===== config.mk =====
export PLATFORM = sky130hd
export DESIGN_NAME = jidb_top
export DESIGN_NICKNAME = d
export VERILOG_FILES = /design/src/design/jidb_pkg.sv /design/src/design/jidb_top.sv
export SDC_FILE = /design/constraint.sdc
export NUM_CORES = 1
export LEC_CHECK = 0
export BUFFER_PORTS_ARGS = -buffer_cell sky130_fd_sc_hd__buf_2
export CORE_AREA = 3 3 126 128
export CTS_CLUSTER_DIAMETER = 200
export DETAILED_ROUTE_END_ITERATION = 6
export DIE_AREA = 0 0 129 131
export PLACE_DENSITY = 0.48
export SLEW_MARGIN = 10
export SYNTH_ARGS = -nofsm -noshare
export SYNTH_HDL_FRONTEND = slang
export SYNTH_SLANG_ARGS = --single-unit

===== constraint.sdc =====
create_clock -name sys_clk -period 2 [get_ports sys_clk]
set_input_delay 0.1 -clock sys_clk [delete_from_list [all_inputs] [get_ports sys_clk]]
set_output_delay 0.1 -clock sys_clk [all_outputs]
set_load 0.02 [all_outputs]

===== src/design/jidb_pkg.sv =====
/*
 * Shared constants and types for the test-port identification, bypass
 * and design-security block.
 * Assumes a single system clock domain; the test clock is sampled.
 */
package jidb_pkg;

    // Instruction register length and its fixed capture pattern.
    localparam int IR_LEN = 10;
    localparam logic [IR_LEN-1:0] IR_CAPTURE = 10'h001;

    // Identification word layout, most significant field first.
    localparam int ID_LEN = 32;
    localparam int ID_VER_W = 4;
    localparam int ID_PART_W = 16;
    localparam int ID_MFR_W = 11;
    localparam int ID_VER_LSB = 28;
    localparam int ID_PART_LSB = 12;
    localparam int ID_MFR_LSB = 1;
    localparam logic ID_FIXED_BIT = 1'b1;

    // Neutral identity defaults; the values are arbitrary.
    localparam logic [ID_VER_W-1:0] DEF_VERSION = 4'h1;
    localparam logic [ID_PART_W-1:0] DEF_PART = 16'hA5C3;
    localparam logic [ID_MFR_W-1:0] DEF_MFR = 11'h2B4;

    // Instruction opcodes.
    localparam logic [IR_LEN-1:0] OP_EXTEST = 10'h000;
    localparam logic [IR_LEN-1:0] OP_SAMPLE = 10'h055;
    localparam logic [IR_LEN-1:0] OP_DEVICE_IDENTIFICATION_WORD = 10'h059;
    localparam logic [IR_LEN-1:0] OP_CFG_READ = 10'h205;
    localparam logic [IR_LEN-1:0] OP_CFG_PROG = 10'h203;
    localparam logic [IR_LEN-1:0] OP_CFG_SECURE = 10'h20F;
    localparam logic [IR_LEN-1:0] OP_CFG_ERASE = 10'h2F2;
    localparam logic [IR_LEN-1:0] OP_BYPASS = 10'h3FF;

    // Reset value of the stored configuration word (blank part).
    localparam logic [ID_LEN-1:0] CFG_BLANK = 32'h0000_0000;

    // Test access port controller states, one-hot.
    typedef enum logic [15:0] {
        TAP_RESET = 16'h0001,
        TAP_IDLE = 16'h0002,
        TAP_SEL_DR = 16'h0004,
        TAP_CAP_DR = 16'h0008,
        TAP_SH_DR = 16'h0010,
        TAP_EX1_DR = 16'h0020,
        TAP_PAU_DR = 16'h0040,
        TAP_EX2_DR = 16'h0080,
        TAP_UPD_DR = 16'h0100,
        TAP_SEL_IR = 16'h0200,
        TAP_CAP_IR = 16'h0400,
        TAP_SH_IR = 16'h0800,
        TAP_EX1_IR = 16'h1000,
        TAP_PAU_IR = 16'h2000,
        TAP_EX2_IR = 16'h4000,
        TAP_UPD_IR = 16'h8000
    } jidb_tap_t;

endpackage


===== src/design/jidb_top.sv =====
/*
 * Test-port identification, bypass and design-security logic.
 * Assumes the test clock, mode select and data input arrive from pins,
 * asynchronous to sys_clk and slower than a quarter of its rate.
 */
`timescale 1ns/1ps
module jidb_top #(
    parameter logic [jidb_pkg::ID_VER_W-1:0] VERSION = jidb_pkg::DEF_VERSION,
    parameter logic [jidb_pkg::ID_PART_W-1:0] PART = jidb_pkg::DEF_PART,
    parameter logic [jidb_pkg::ID_MFR_W-1:0] MFR = jidb_pkg::DEF_MFR
) (
    input wire logic sys_clk,
    input wire logic rst_n,
    input wire logic tck,
    input wire logic tms,
    input wire logic tdi,
    output logic tdo,
    output logic tdo_oe_n,
    output logic secure_ff,
    output logic [jidb_pkg::ID_LEN-1:0] cfg_ff
);
    import jidb_pkg::*;

    ////////////////////////////////////////////////////////////////////////
    // Pin synchronisers and test clock edge detection.
    ////////////////////////////////////////////////////////////////////////

    logic [1:0] tck_sync_ff; // Two-stage test clock synchroniser.
    logic [1:0] tms_sync_ff; // Two-stage mode select synchroniser.
    logic [1:0] tdi_sync_ff; // Two-stage data input synchroniser.
    logic tck_last_ff; // Previous synchronised test clock level.
    logic tck_rise; // One cycle pulse on a test clock rising edge.
    logic tck_fall; // One cycle pulse on a test clock falling edge.

    // The first stage of each chain feeds only its second stage.
    // The test clock chain resets to its resting high level, so leaving
    // reset never shows a false edge.
    always_ff @(posedge sys_clk or negedge rst_n) begin
        if (!rst_n) begin
            tck_sync_ff <= 2'h3;
            tms_sync_ff <= 2'h3;
            tdi_sync_ff <= 2'h0;
            tck_last_ff <= 1'b1;
        end else begin
            tck_sync_ff <= {tck_sync_ff[0], tck};
            tms_sync_ff <= {tms_sync_ff[0], tms};
            tdi_sync_ff <= {tdi_sync_ff[0], tdi};
            tck_last_ff <= tck_sync_ff[1];
        end
    end

    assign tck_rise = tck_sync_ff[1] & ~tck_last_ff;
    assign tck_fall = ~tck_sync_ff[1] & tck_last_ff;

    ////////////////////////////////////////////////////////////////////////
    // Controller state machine.
    ////////////////////////////////////////////////////////////////////////

    jidb_tap_t state_ff; // Current controller state.
    jidb_tap_t nxt_state; // State taken at the next test clock rise.

    // Standard sixteen-state walk steered by the mode select level.
    always_comb begin
        nxt_state = state_ff;
        case (state_ff)
            TAP_RESET: nxt_state = tms_sync_ff[1] ? TAP_RESET : TAP_IDLE;
            TAP_IDLE: nxt_state = tms_sync_ff[1] ? TAP_SEL_DR : TAP_IDLE;
            TAP_SEL_DR: nxt_state = tms_sync_ff[1] ? TAP_SEL_IR : TAP_CAP_DR;
            TAP_CAP_DR: nxt_state = tms_sync_ff[1] ? TAP_EX1_DR : TAP_SH_DR;
            TAP_SH_DR: nxt_state = tms_sync_ff[1] ? TAP_EX1_DR : TAP_SH_DR;
            TAP_EX1_DR: nxt_state = tms_sync_ff[1] ? TAP_UPD_DR : TAP_PAU_DR;
            TAP_PAU_DR: nxt_state = tms_sync_ff[1] ? TAP_EX2_DR : TAP_PAU_DR;
            TAP_EX2_DR: nxt_state = tms_sync_ff[1] ? TAP_UPD_DR : TAP_SH_DR;
            TAP_UPD_DR: nxt_state = tms_sync_ff[1] ? TAP_SEL_DR : TAP_IDLE;
            TAP_SEL_IR: nxt_state = tms_sync_ff[1] ? TAP_RESET : TAP_CAP_IR;
            TAP_CAP_IR: nxt_state = tms_sync_ff[1] ? TAP_EX1_IR : TAP_SH_IR;
            TAP_SH_IR: nxt_state = tms_sync_ff[1] ? TAP_EX1_IR : TAP_SH_IR;
            TAP_EX1_IR: nxt_state = tms_sync_ff[1] ? TAP_UPD_IR : TAP_PAU_IR;
            TAP_PAU_IR: nxt_state = tms_sync_ff[1] ? TAP_EX2_IR : TAP_PAU_IR;
            TAP_EX2_IR: nxt_state = tms_sync_ff[1] ? TAP_UPD_IR : TAP_SH_IR;
            TAP_UPD_IR: nxt_state = tms_sync_ff[1] ? TAP_SEL_DR : TAP_IDLE;
            default: nxt_state = TAP_RESET;
        endcase
    end

    // The state advances only on a detected rising test clock edge.
    always_ff @(posedge sys_clk or negedge rst_n) begin
        if (!rst_n) begin
            state_ff <= TAP_RESET;
        end else if (tck_rise) begin
            state_ff <= nxt_state;
        end
    end

    ////////////////////////////////////////////////////////////////////////
    // Instruction register.
    ////////////////////////////////////////////////////////////////////////

    logic [IR_LEN-1:0] ir_shift_ff; // Instruction shift stage.
    logic [IR_LEN-1:0] ir_ff; // Active instruction.

    // Capture, shift toward bit zero, and update the instruction.
    always_ff @(posedge sys_clk or negedge rst_n) begin
        if (!rst_n) begin
            ir_shift_ff <= IR_CAPTURE;
            ir_ff <= OP_DEVICE_IDENTIFICATION_WORD;
        end else if (tck_rise) begin
            case (state_ff)
                TAP_RESET: begin
                    ir_ff <= OP_DEVICE_IDENTIFICATION_WORD;
                end
                TAP_CAP_IR: begin
                    ir_shift_ff <= IR_CAPTURE;
                end
                TAP_SH_IR: begin
                    ir_shift_ff <= {tdi_sync_ff[1], ir_shift_ff[IR_LEN-1:1]};
                end
                TAP_UPD_IR: begin
                    ir_ff <= ir_shift_ff;
                end
                default: begin
                    ir_ff <= ir_ff;
                end
            endcase
        end
    end

    // Instructions that route through the 32-bit data register.
    function automatic logic is_wide(input logic [IR_LEN-1:0] op);
        is_wide = (op == OP_DEVICE_IDENTIFICATION_WORD) || (op == OP_CFG_READ) ||
                  (op == OP_CFG_PROG) || (op == OP_CFG_SECURE) ||
                  (op == OP_CFG_ERASE);
    endfunction

    // Every other code, including external test and sample, selects bypass.
    logic sel_bypass; // High when the one-bit path is active.
    assign sel_bypass = !is_wide(ir_ff);

    ////////////////////////////////////////////////////////////////////////
    // Data register path.
    ////////////////////////////////////////////////////////////////////////

    logic [ID_LEN-1:0] id_word; // Fixed identification word.
    logic [ID_LEN-1:0] dr_ff; // Data shift stage; bit zero faces output.
    logic [ID_LEN-1:0] cap_val; // Value loaded in the capture state.

    // Fields are placed most significant first, fixed one at bit zero.
    assign id_word = {VERSION, PART, MFR, ID_FIXED_BIT};

    // Choose the capture value; a secured part reads its configuration as zeros.
    always_comb begin
        cap_val = {ID_LEN{1'b0}};
        if (ir_ff == OP_DEVICE_IDENTIFICATION_WORD) begin
            cap_val = id_word;
        end else if (ir_ff == OP_CFG_READ) begin
            cap_val = secure_ff ? {ID_LEN{1'b0}} : cfg_ff;
        end
    end

    // Capture and shift; bypass uses bit zero alone with zeros above.
    always_ff @(posedge sys_clk or negedge rst_n) begin
        if (!rst_n) begin
            dr_ff <= {ID_LEN{1'b0}};
        end else if (tck_rise) begin
            if (state_ff == TAP_CAP_DR) begin
                dr_ff <= sel_bypass ? {ID_LEN{1'b0}} : cap_val;
            end else if (state_ff == TAP_SH_DR) begin
                if (sel_bypass) begin
                    dr_ff <= {{(ID_LEN-1){1'b0}}, tdi_sync_ff[1]};
                end else begin
                    dr_ff <= {tdi_sync_ff[1], dr_ff[ID_LEN-1:1]};
                end
            end
        end
    end

    ////////////////////////////////////////////////////////////////////////
    // Stored configuration and security bit.
    ////////////////////////////////////////////////////////////////////////

    logic upd_dr; // Pulse on the rise leaving the update state.
    assign upd_dr = tck_rise && (state_ff == TAP_UPD_DR);

    // Programming only adds bits; only an erase clears word and lock.
    always_ff @(posedge sys_clk or negedge rst_n) begin
        if (!rst_n) begin
            cfg_ff <= CFG_BLANK;
            secure_ff <= 1'b0;
        end else if (upd_dr) begin
            if (ir_ff == OP_CFG_ERASE) begin
                cfg_ff <= CFG_BLANK;
                secure_ff <= 1'b0;
            end else if (ir_ff == OP_CFG_PROG) begin
                cfg_ff <= cfg_ff | dr_ff;
            end else if (ir_ff == OP_CFG_SECURE) begin
                secure_ff <= secure_ff | dr_ff[0];
            end
        end
    end

    ////////////////////////////////////////////////////////////////////////
    // Serial output, changed on the falling test clock edge.
    ////////////////////////////////////////////////////////////////////////

    // Output bit zero of the active path; drive only while shifting.
    always_ff @(posedge sys_clk or negedge rst_n) begin
        if (!rst_n) begin
            tdo <= 1'b0;
            tdo_oe_n <= 1'b1;
        end else if (tck_fall) begin
            if (state_ff == TAP_SH_IR) begin
                tdo <= ir_shift_ff[0];
                tdo_oe_n <= 1'b0;
            end else if (state_ff == TAP_SH_DR) begin
                tdo <= dr_ff[0];
                tdo_oe_n <= 1'b0;
            end else begin
                tdo_oe_n <= 1'b1;
            end
        end
    end

    ////////////////////////////////////////////////////////////////////////
    // Checks.
    ////////////////////////////////////////////////////////////////////////

    bypass_variant_a: assert property (
        @(posedge sys_clk) disable iff (!rst_n)
        tck_rise && state_ff == TAP_SH_DR &&
        (ir_ff == OP_EXTEST || ir_ff == OP_SAMPLE)
        |=> dr_ff == {{(ID_LEN-1){1'b0}}, $past(tdi_sync_ff[1])})
        else $error("External test or sample did not use bypass bit.");

    id_fields_a: assert property (
        @(posedge sys_clk) disable iff (!rst_n)
        tck_rise && state_ff == TAP_CAP_DR && ir_ff == OP_DEVICE_IDENTIFICATION_WORD
        |=> dr_ff[ID_LEN-1:ID_VER_LSB] == VERSION &&
            dr_ff[ID_PART_LSB+ID_PART_W-1:ID_PART_LSB] == PART &&
            dr_ff[ID_MFR_LSB+ID_MFR_W-1:ID_MFR_LSB] == MFR)
        else $error("Identification fields captured wrongly.");

    id_lsb_one_a: assert property (
        @(posedge sys_clk) disable iff (!rst_n)
        tck_rise && state_ff == TAP_CAP_DR && ir_ff == OP_DEVICE_IDENTIFICATION_WORD
        |=> dr_ff[0] == 1'b1)
        else $error("Identification bit zero not one.");

    id_msb_order_a: assert property (
        @(posedge sys_clk) disable iff (!rst_n)
        tck_rise && state_ff == TAP_CAP_DR && ir_ff == OP_DEVICE_IDENTIFICATION_WORD
        |=> dr_ff[ID_LEN-1] == VERSION[ID_VER_W-1])
        else $error("Version top bit not at word top.");

    secure_read_a: assert property (
        @(posedge sys_clk) disable iff (!rst_n)
        tck_rise && state_ff == TAP_CAP_DR && ir_ff == OP_CFG_READ &&
        secure_ff |=> dr_ff == {ID_LEN{1'b0}})
        else $error("Secured configuration was read out.");

    lock_hold_a: assert property (
        @(posedge sys_clk) disable iff (!rst_n)
        $fell(secure_ff) |-> $past(upd_dr) && $past(ir_ff) == OP_CFG_ERASE)
        else $error("Security bit cleared without erase.");

    ir_update_a: assert property (
        @(posedge sys_clk) disable iff (!rst_n)
        tck_rise && state_ff == TAP_UPD_IR |=> ir_ff == $past(ir_shift_ff))
        else $error("Instruction not updated from shift stage.");

    id_out_a: assert property (
        @(posedge sys_clk) disable iff (!rst_n)
        tck_fall && state_ff == TAP_SH_DR
        |=> tdo == $past(dr_ff[0]) && !tdo_oe_n)
        else $error("Data output not driven from data path.");

    bypass_cap_a: assert property (
        @(posedge sys_clk) disable iff (!rst_n)
        tck_rise && state_ff == TAP_CAP_DR && ir_ff == OP_BYPASS
        |=> dr_ff == {ID_LEN{1'b0}})
        else $error("Bypass bit did not capture zero.");

    id_shift_a: assert property (
        @(posedge sys_clk) disable iff (!rst_n)
        tck_rise && state_ff == TAP_SH_DR && ir_ff == OP_DEVICE_IDENTIFICATION_WORD
        |=> dr_ff[ID_LEN-2:0] == $past(dr_ff[ID_LEN-1:1]))
        else $error("Identification word not shifted toward bit zero.");

endmodule


==> implementation parameters <==
Parameter                              Value

Run status
  Run status    finished, violations left
  Violated checks    setup timing

Synthesis
  Simple-gate area share of the yosys netlist    17.30%
  Post-Syn Instances    484
  Netlist area before placement    5141 sq um
  Proportion of synthesized chip area in sequential cells    53.83%
  Top area cells in the synthesized netlist    dfrtp_1, a22o_1, dfstp_2
  Post-synth cell types    58
  Mean instance size in the synthesized netlist    10.62 sq um
  Dominant combinational cell family by area after synthesis    compound AO/OA/AOI/OAI gates
  Register bit count reported by yosys    110
  Primary flip-flop cell chosen by synthesis mapping    dfrtp_1
  Mux share of post-synthesis cell area    0.6571%
  Number of flops mapped to enable cells by yosys    0
  Xor/xnor cell area share of the yosys netlist    1.193%
  Synth Area in Compound Gates    23.02%
  Adder-cell share of the synthesized area    0%
  Synthesized Nets    489
  Async set or reset register ratio after synthesis    100.0%
  Count of warnings emitted by yosys    0
  Share of the synthesized area in the top cell type    47.70%
  Cell type contributing the most total cell area after synthesis    dfrtp_1

Routing
  Wire length after detailed routing    15480 um
  Post-route antenna net violation count    0
  Initial DRC count    271
  Number of optimization iterations in the first detailed-route pass    5
  Post-route DRC    0
  Routed vias/inst    5.525
  Number of vias in the routed layout    4420
  Wirelength per Cell    19.34 um

Cells and area
  FILL cells    1336
  Antenna Cells    0
  Fin cells    800
  Net count reported at finish    612
  Signed area change from the synthesized netlist to the final layout    42.47%
  Ratio of cells with drive above 1 in the final layout    42.65%

Critical path
  Element type at the critical path end    register
  Register-to-Register Path Depth    11
  Crit path capture    cfg_ff[31]
  Source of the worst register-to-register timing path    state_ff[1]
  Arrival time reported for the critical path endpoint    2480 ps
  Worst Path Max Fanout    4
  Internal reg-to-reg setup slack    -230 ps
  Setup crit start kind    register
  Worst setup path startpoint    state_ff[1]
  Endpoint required time on the critical path    2250 ps
  Reg-to-reg critical path endpoint    cfg_ff[31]
  Type of the setup path with the least slack    reg2reg

STA
  Final Hold Vio Count    0
  Share of the clock period used by the worst path    111.5%
  Maximum clock frequency    448.4 MHz
  Minimum clock period after layout    2230 ps
  Worst clock skew    11.04 ps
  Count of final setup violators    84
  Tightest slew margin relative to the limit    62.51%
  Pins Over Slew Limit    0
  Minimum hold slack    275.2 ps
  Setup slack after layout    -230.0 ps
  Unrepaired setup endpoints after global routing    yes
  Final-layout setup total negative slack    -12540 ps
  Actual slew at the worst max-slew pin    562.3 ps

Clock network
  CTS H-Tree Depth    3
  Clock root cell    clkbuf_16
  Clock slew at reported path FFs    70 ps
  Number of buffers created by CTS    9
  Clock Sinks    110
  Clk_lat worst skew    360 ps
  CTS tree    built
  Maximum root-to-sink buffer count    2

GRT
  Most crowded layer after global routing    met2
  Met2 track demand over resource    29.57%
  Wire length of the first global-routing pass    24250 um
  Maximum number of pins on one net before global-route repair    41
  Antenna violations before repair    0
  Vias in the first global route    4386
  Global router's overall resource usage    18.46%
  Overall overflow remaining after global route    0
  Global routing met1 resource utilization    24.70%
  GR met3 Demand/Resource    3.943%

Job
  Number of violations of the max-capacitance limit    0

Placement
  Detailed placement HPWL    9120 um
  Routability cong.    0.9156
  Port buffer count    39
  Cells after DPL    750

Floorplanning
  Number of I/O pins    40
  Overall die width    129 um
  Full die area    16900 sq um
  Die height    131 um
  Number of placement rows    45
  Core Region    14980 sq um
  Initial core utilization    34.33%

Pwr
  Cell Pwr Density    793.6 nW/um^2
  Power Total    5.813 mW
  Worst IR drop on VDD    0.0004485 V
  Leakage Power    3.408 nW

Min path
  Kind of path behind the tightest hold check    in2async
## cell usage in the layout (no fill, tap or decap), types with 11 or more instances in the layout
cell / synthesis / layout
buf_6: 2 / 23
a22o_1: 54 / 54
buf_4: 5 / 69
dfstp_2: 12 / 12
dfrtp_1: 98 / 98
nor2_1: 40 / 21
nand2_1: 39 / 35
clkbuf_16: 0 / 11
a21oi_1: 52 / 44
buf_2: 11 / 38
## where the power goes
part | switching, mW | total [mW] | internal [mW]
Clock | 0.859 | 2.13 | 1.27
Sequential | 0.0499 | 2.33 | 2.28
Combinational | 0.635 | 1.35 | 0.715
## layout make-up
type                            instances  area [sq um]  share of cell area [%]
Clock buffer                           10         239.0                   3.263
Clock inverter                          6         117.6                   1.606
Inverter                                4         15.01                  0.2050
Multi-Input combinational cell        332          2577                   35.19
Sequential cell                       110          2768                   37.79
Tap cell                              188         235.2                   3.211
Timing Repair Buffer                  150          1373                   18.74
## stage by stage
| step | area, sq um | utilization (%) | worst slack (ps) |
|---|---|---|---|
| 2_1_floorplan | 5294 | - | -201.4 |
| 3_3_place_gp | 6132 | 40.94 | -183.8 |
| 3_5_place_dp | 6132 | 40.94 | -215.6 |
| 4_1_cts | 7103 | 47.43 | -205.7 |
| 5_1_grt | 7325 | 48.91 | -296.9 |
| 6_report | 7325 | 48.91 | -230.0 |
## worst min-delay path by stage
stage | to | slack, ps
after floorplan | cfg_ff[0] | -200
after global placement | cfg_ff[7] | 130
after detailed placement | cfg_ff[7] | 130
final | cfg_ff[5] | 280
after global routing | dr_ff[7] | 320
after CTS | cfg_ff[7] | 290
## flip-flops by register name, indices dropped and copies added (netlist names)
name,cells
cfg_ff,32
dr_ff,32
state_ff,16
ir_ff,10
ir_shift_ff,10
tck_sync_ff,2
tdi_sync_ff,2
tms_sync_ff,2
secure_ff,1
tck_last_ff,1
tdo,1
tdo_oe_n,1
## per-layer routing
layer | share of wire, % | vias up
li1 | - | 2063
met2 | 48 | 98
met4 | 2.2 | 0
met1 | 46 | 2232
met3 | 4.1 | 27
met5 | 0 | -
## cell families after synthesis
logic type / count (synthesis)
flip-flops: 110
multiplexers: 3
AND/OR/NAND/NOR: 153
buffers and inverters: 42
XOR/XNOR: 7
AO/OA/AOI/OAI: 169
## worst max-delay path: stages, from the launching register on
cell and delay [ps]:
dfrtp_1 440, buf_6 150, nor4_4 270, buf_4 170
nand4_1 100, buf_6 150, buf_6 120, nor4_4 250
buf_6 180, buf_12 110, clkbuf_16 140, nor2_2 40
## synth_stat cells, types with 3 or more instances
cell	count
o31ai_1	3
nand3_1	10
a211oi_1	3
nand4b_1	3
a21o_1	4
nor3_1	7
nand2_1	39
clkbuf_1	20
buf_4	5
a21oi_1	52
nor4_2	3
nor4_4	3
nor4b_1	3
nor2_1	40
and4b_1	4
or4b_1	3
o21ai_0	11
nor2b_1	6
buf_2	11
o21ai_1	12
o2bb2ai_1	14
o22a_1	4
dfstp_2	12
inv_1	3
dfrtp_1	98
or4_4	3
nand2b_1	3
a22o_1	54
xor2_1	6
nand4_1	8
## repair_timing
action / CTS / global route
pin swaps: 22 / 30
cloned: 8 / 5
setup endpoints to repair: 81 / 94
hold buffers: 4 / 0
gates resized for setup: 62 / 57
setup buffers: 19 / 5
endpoints found under the hold margin: 38 / 0
No activity file was read; power rests on OpenSTA's default activity.
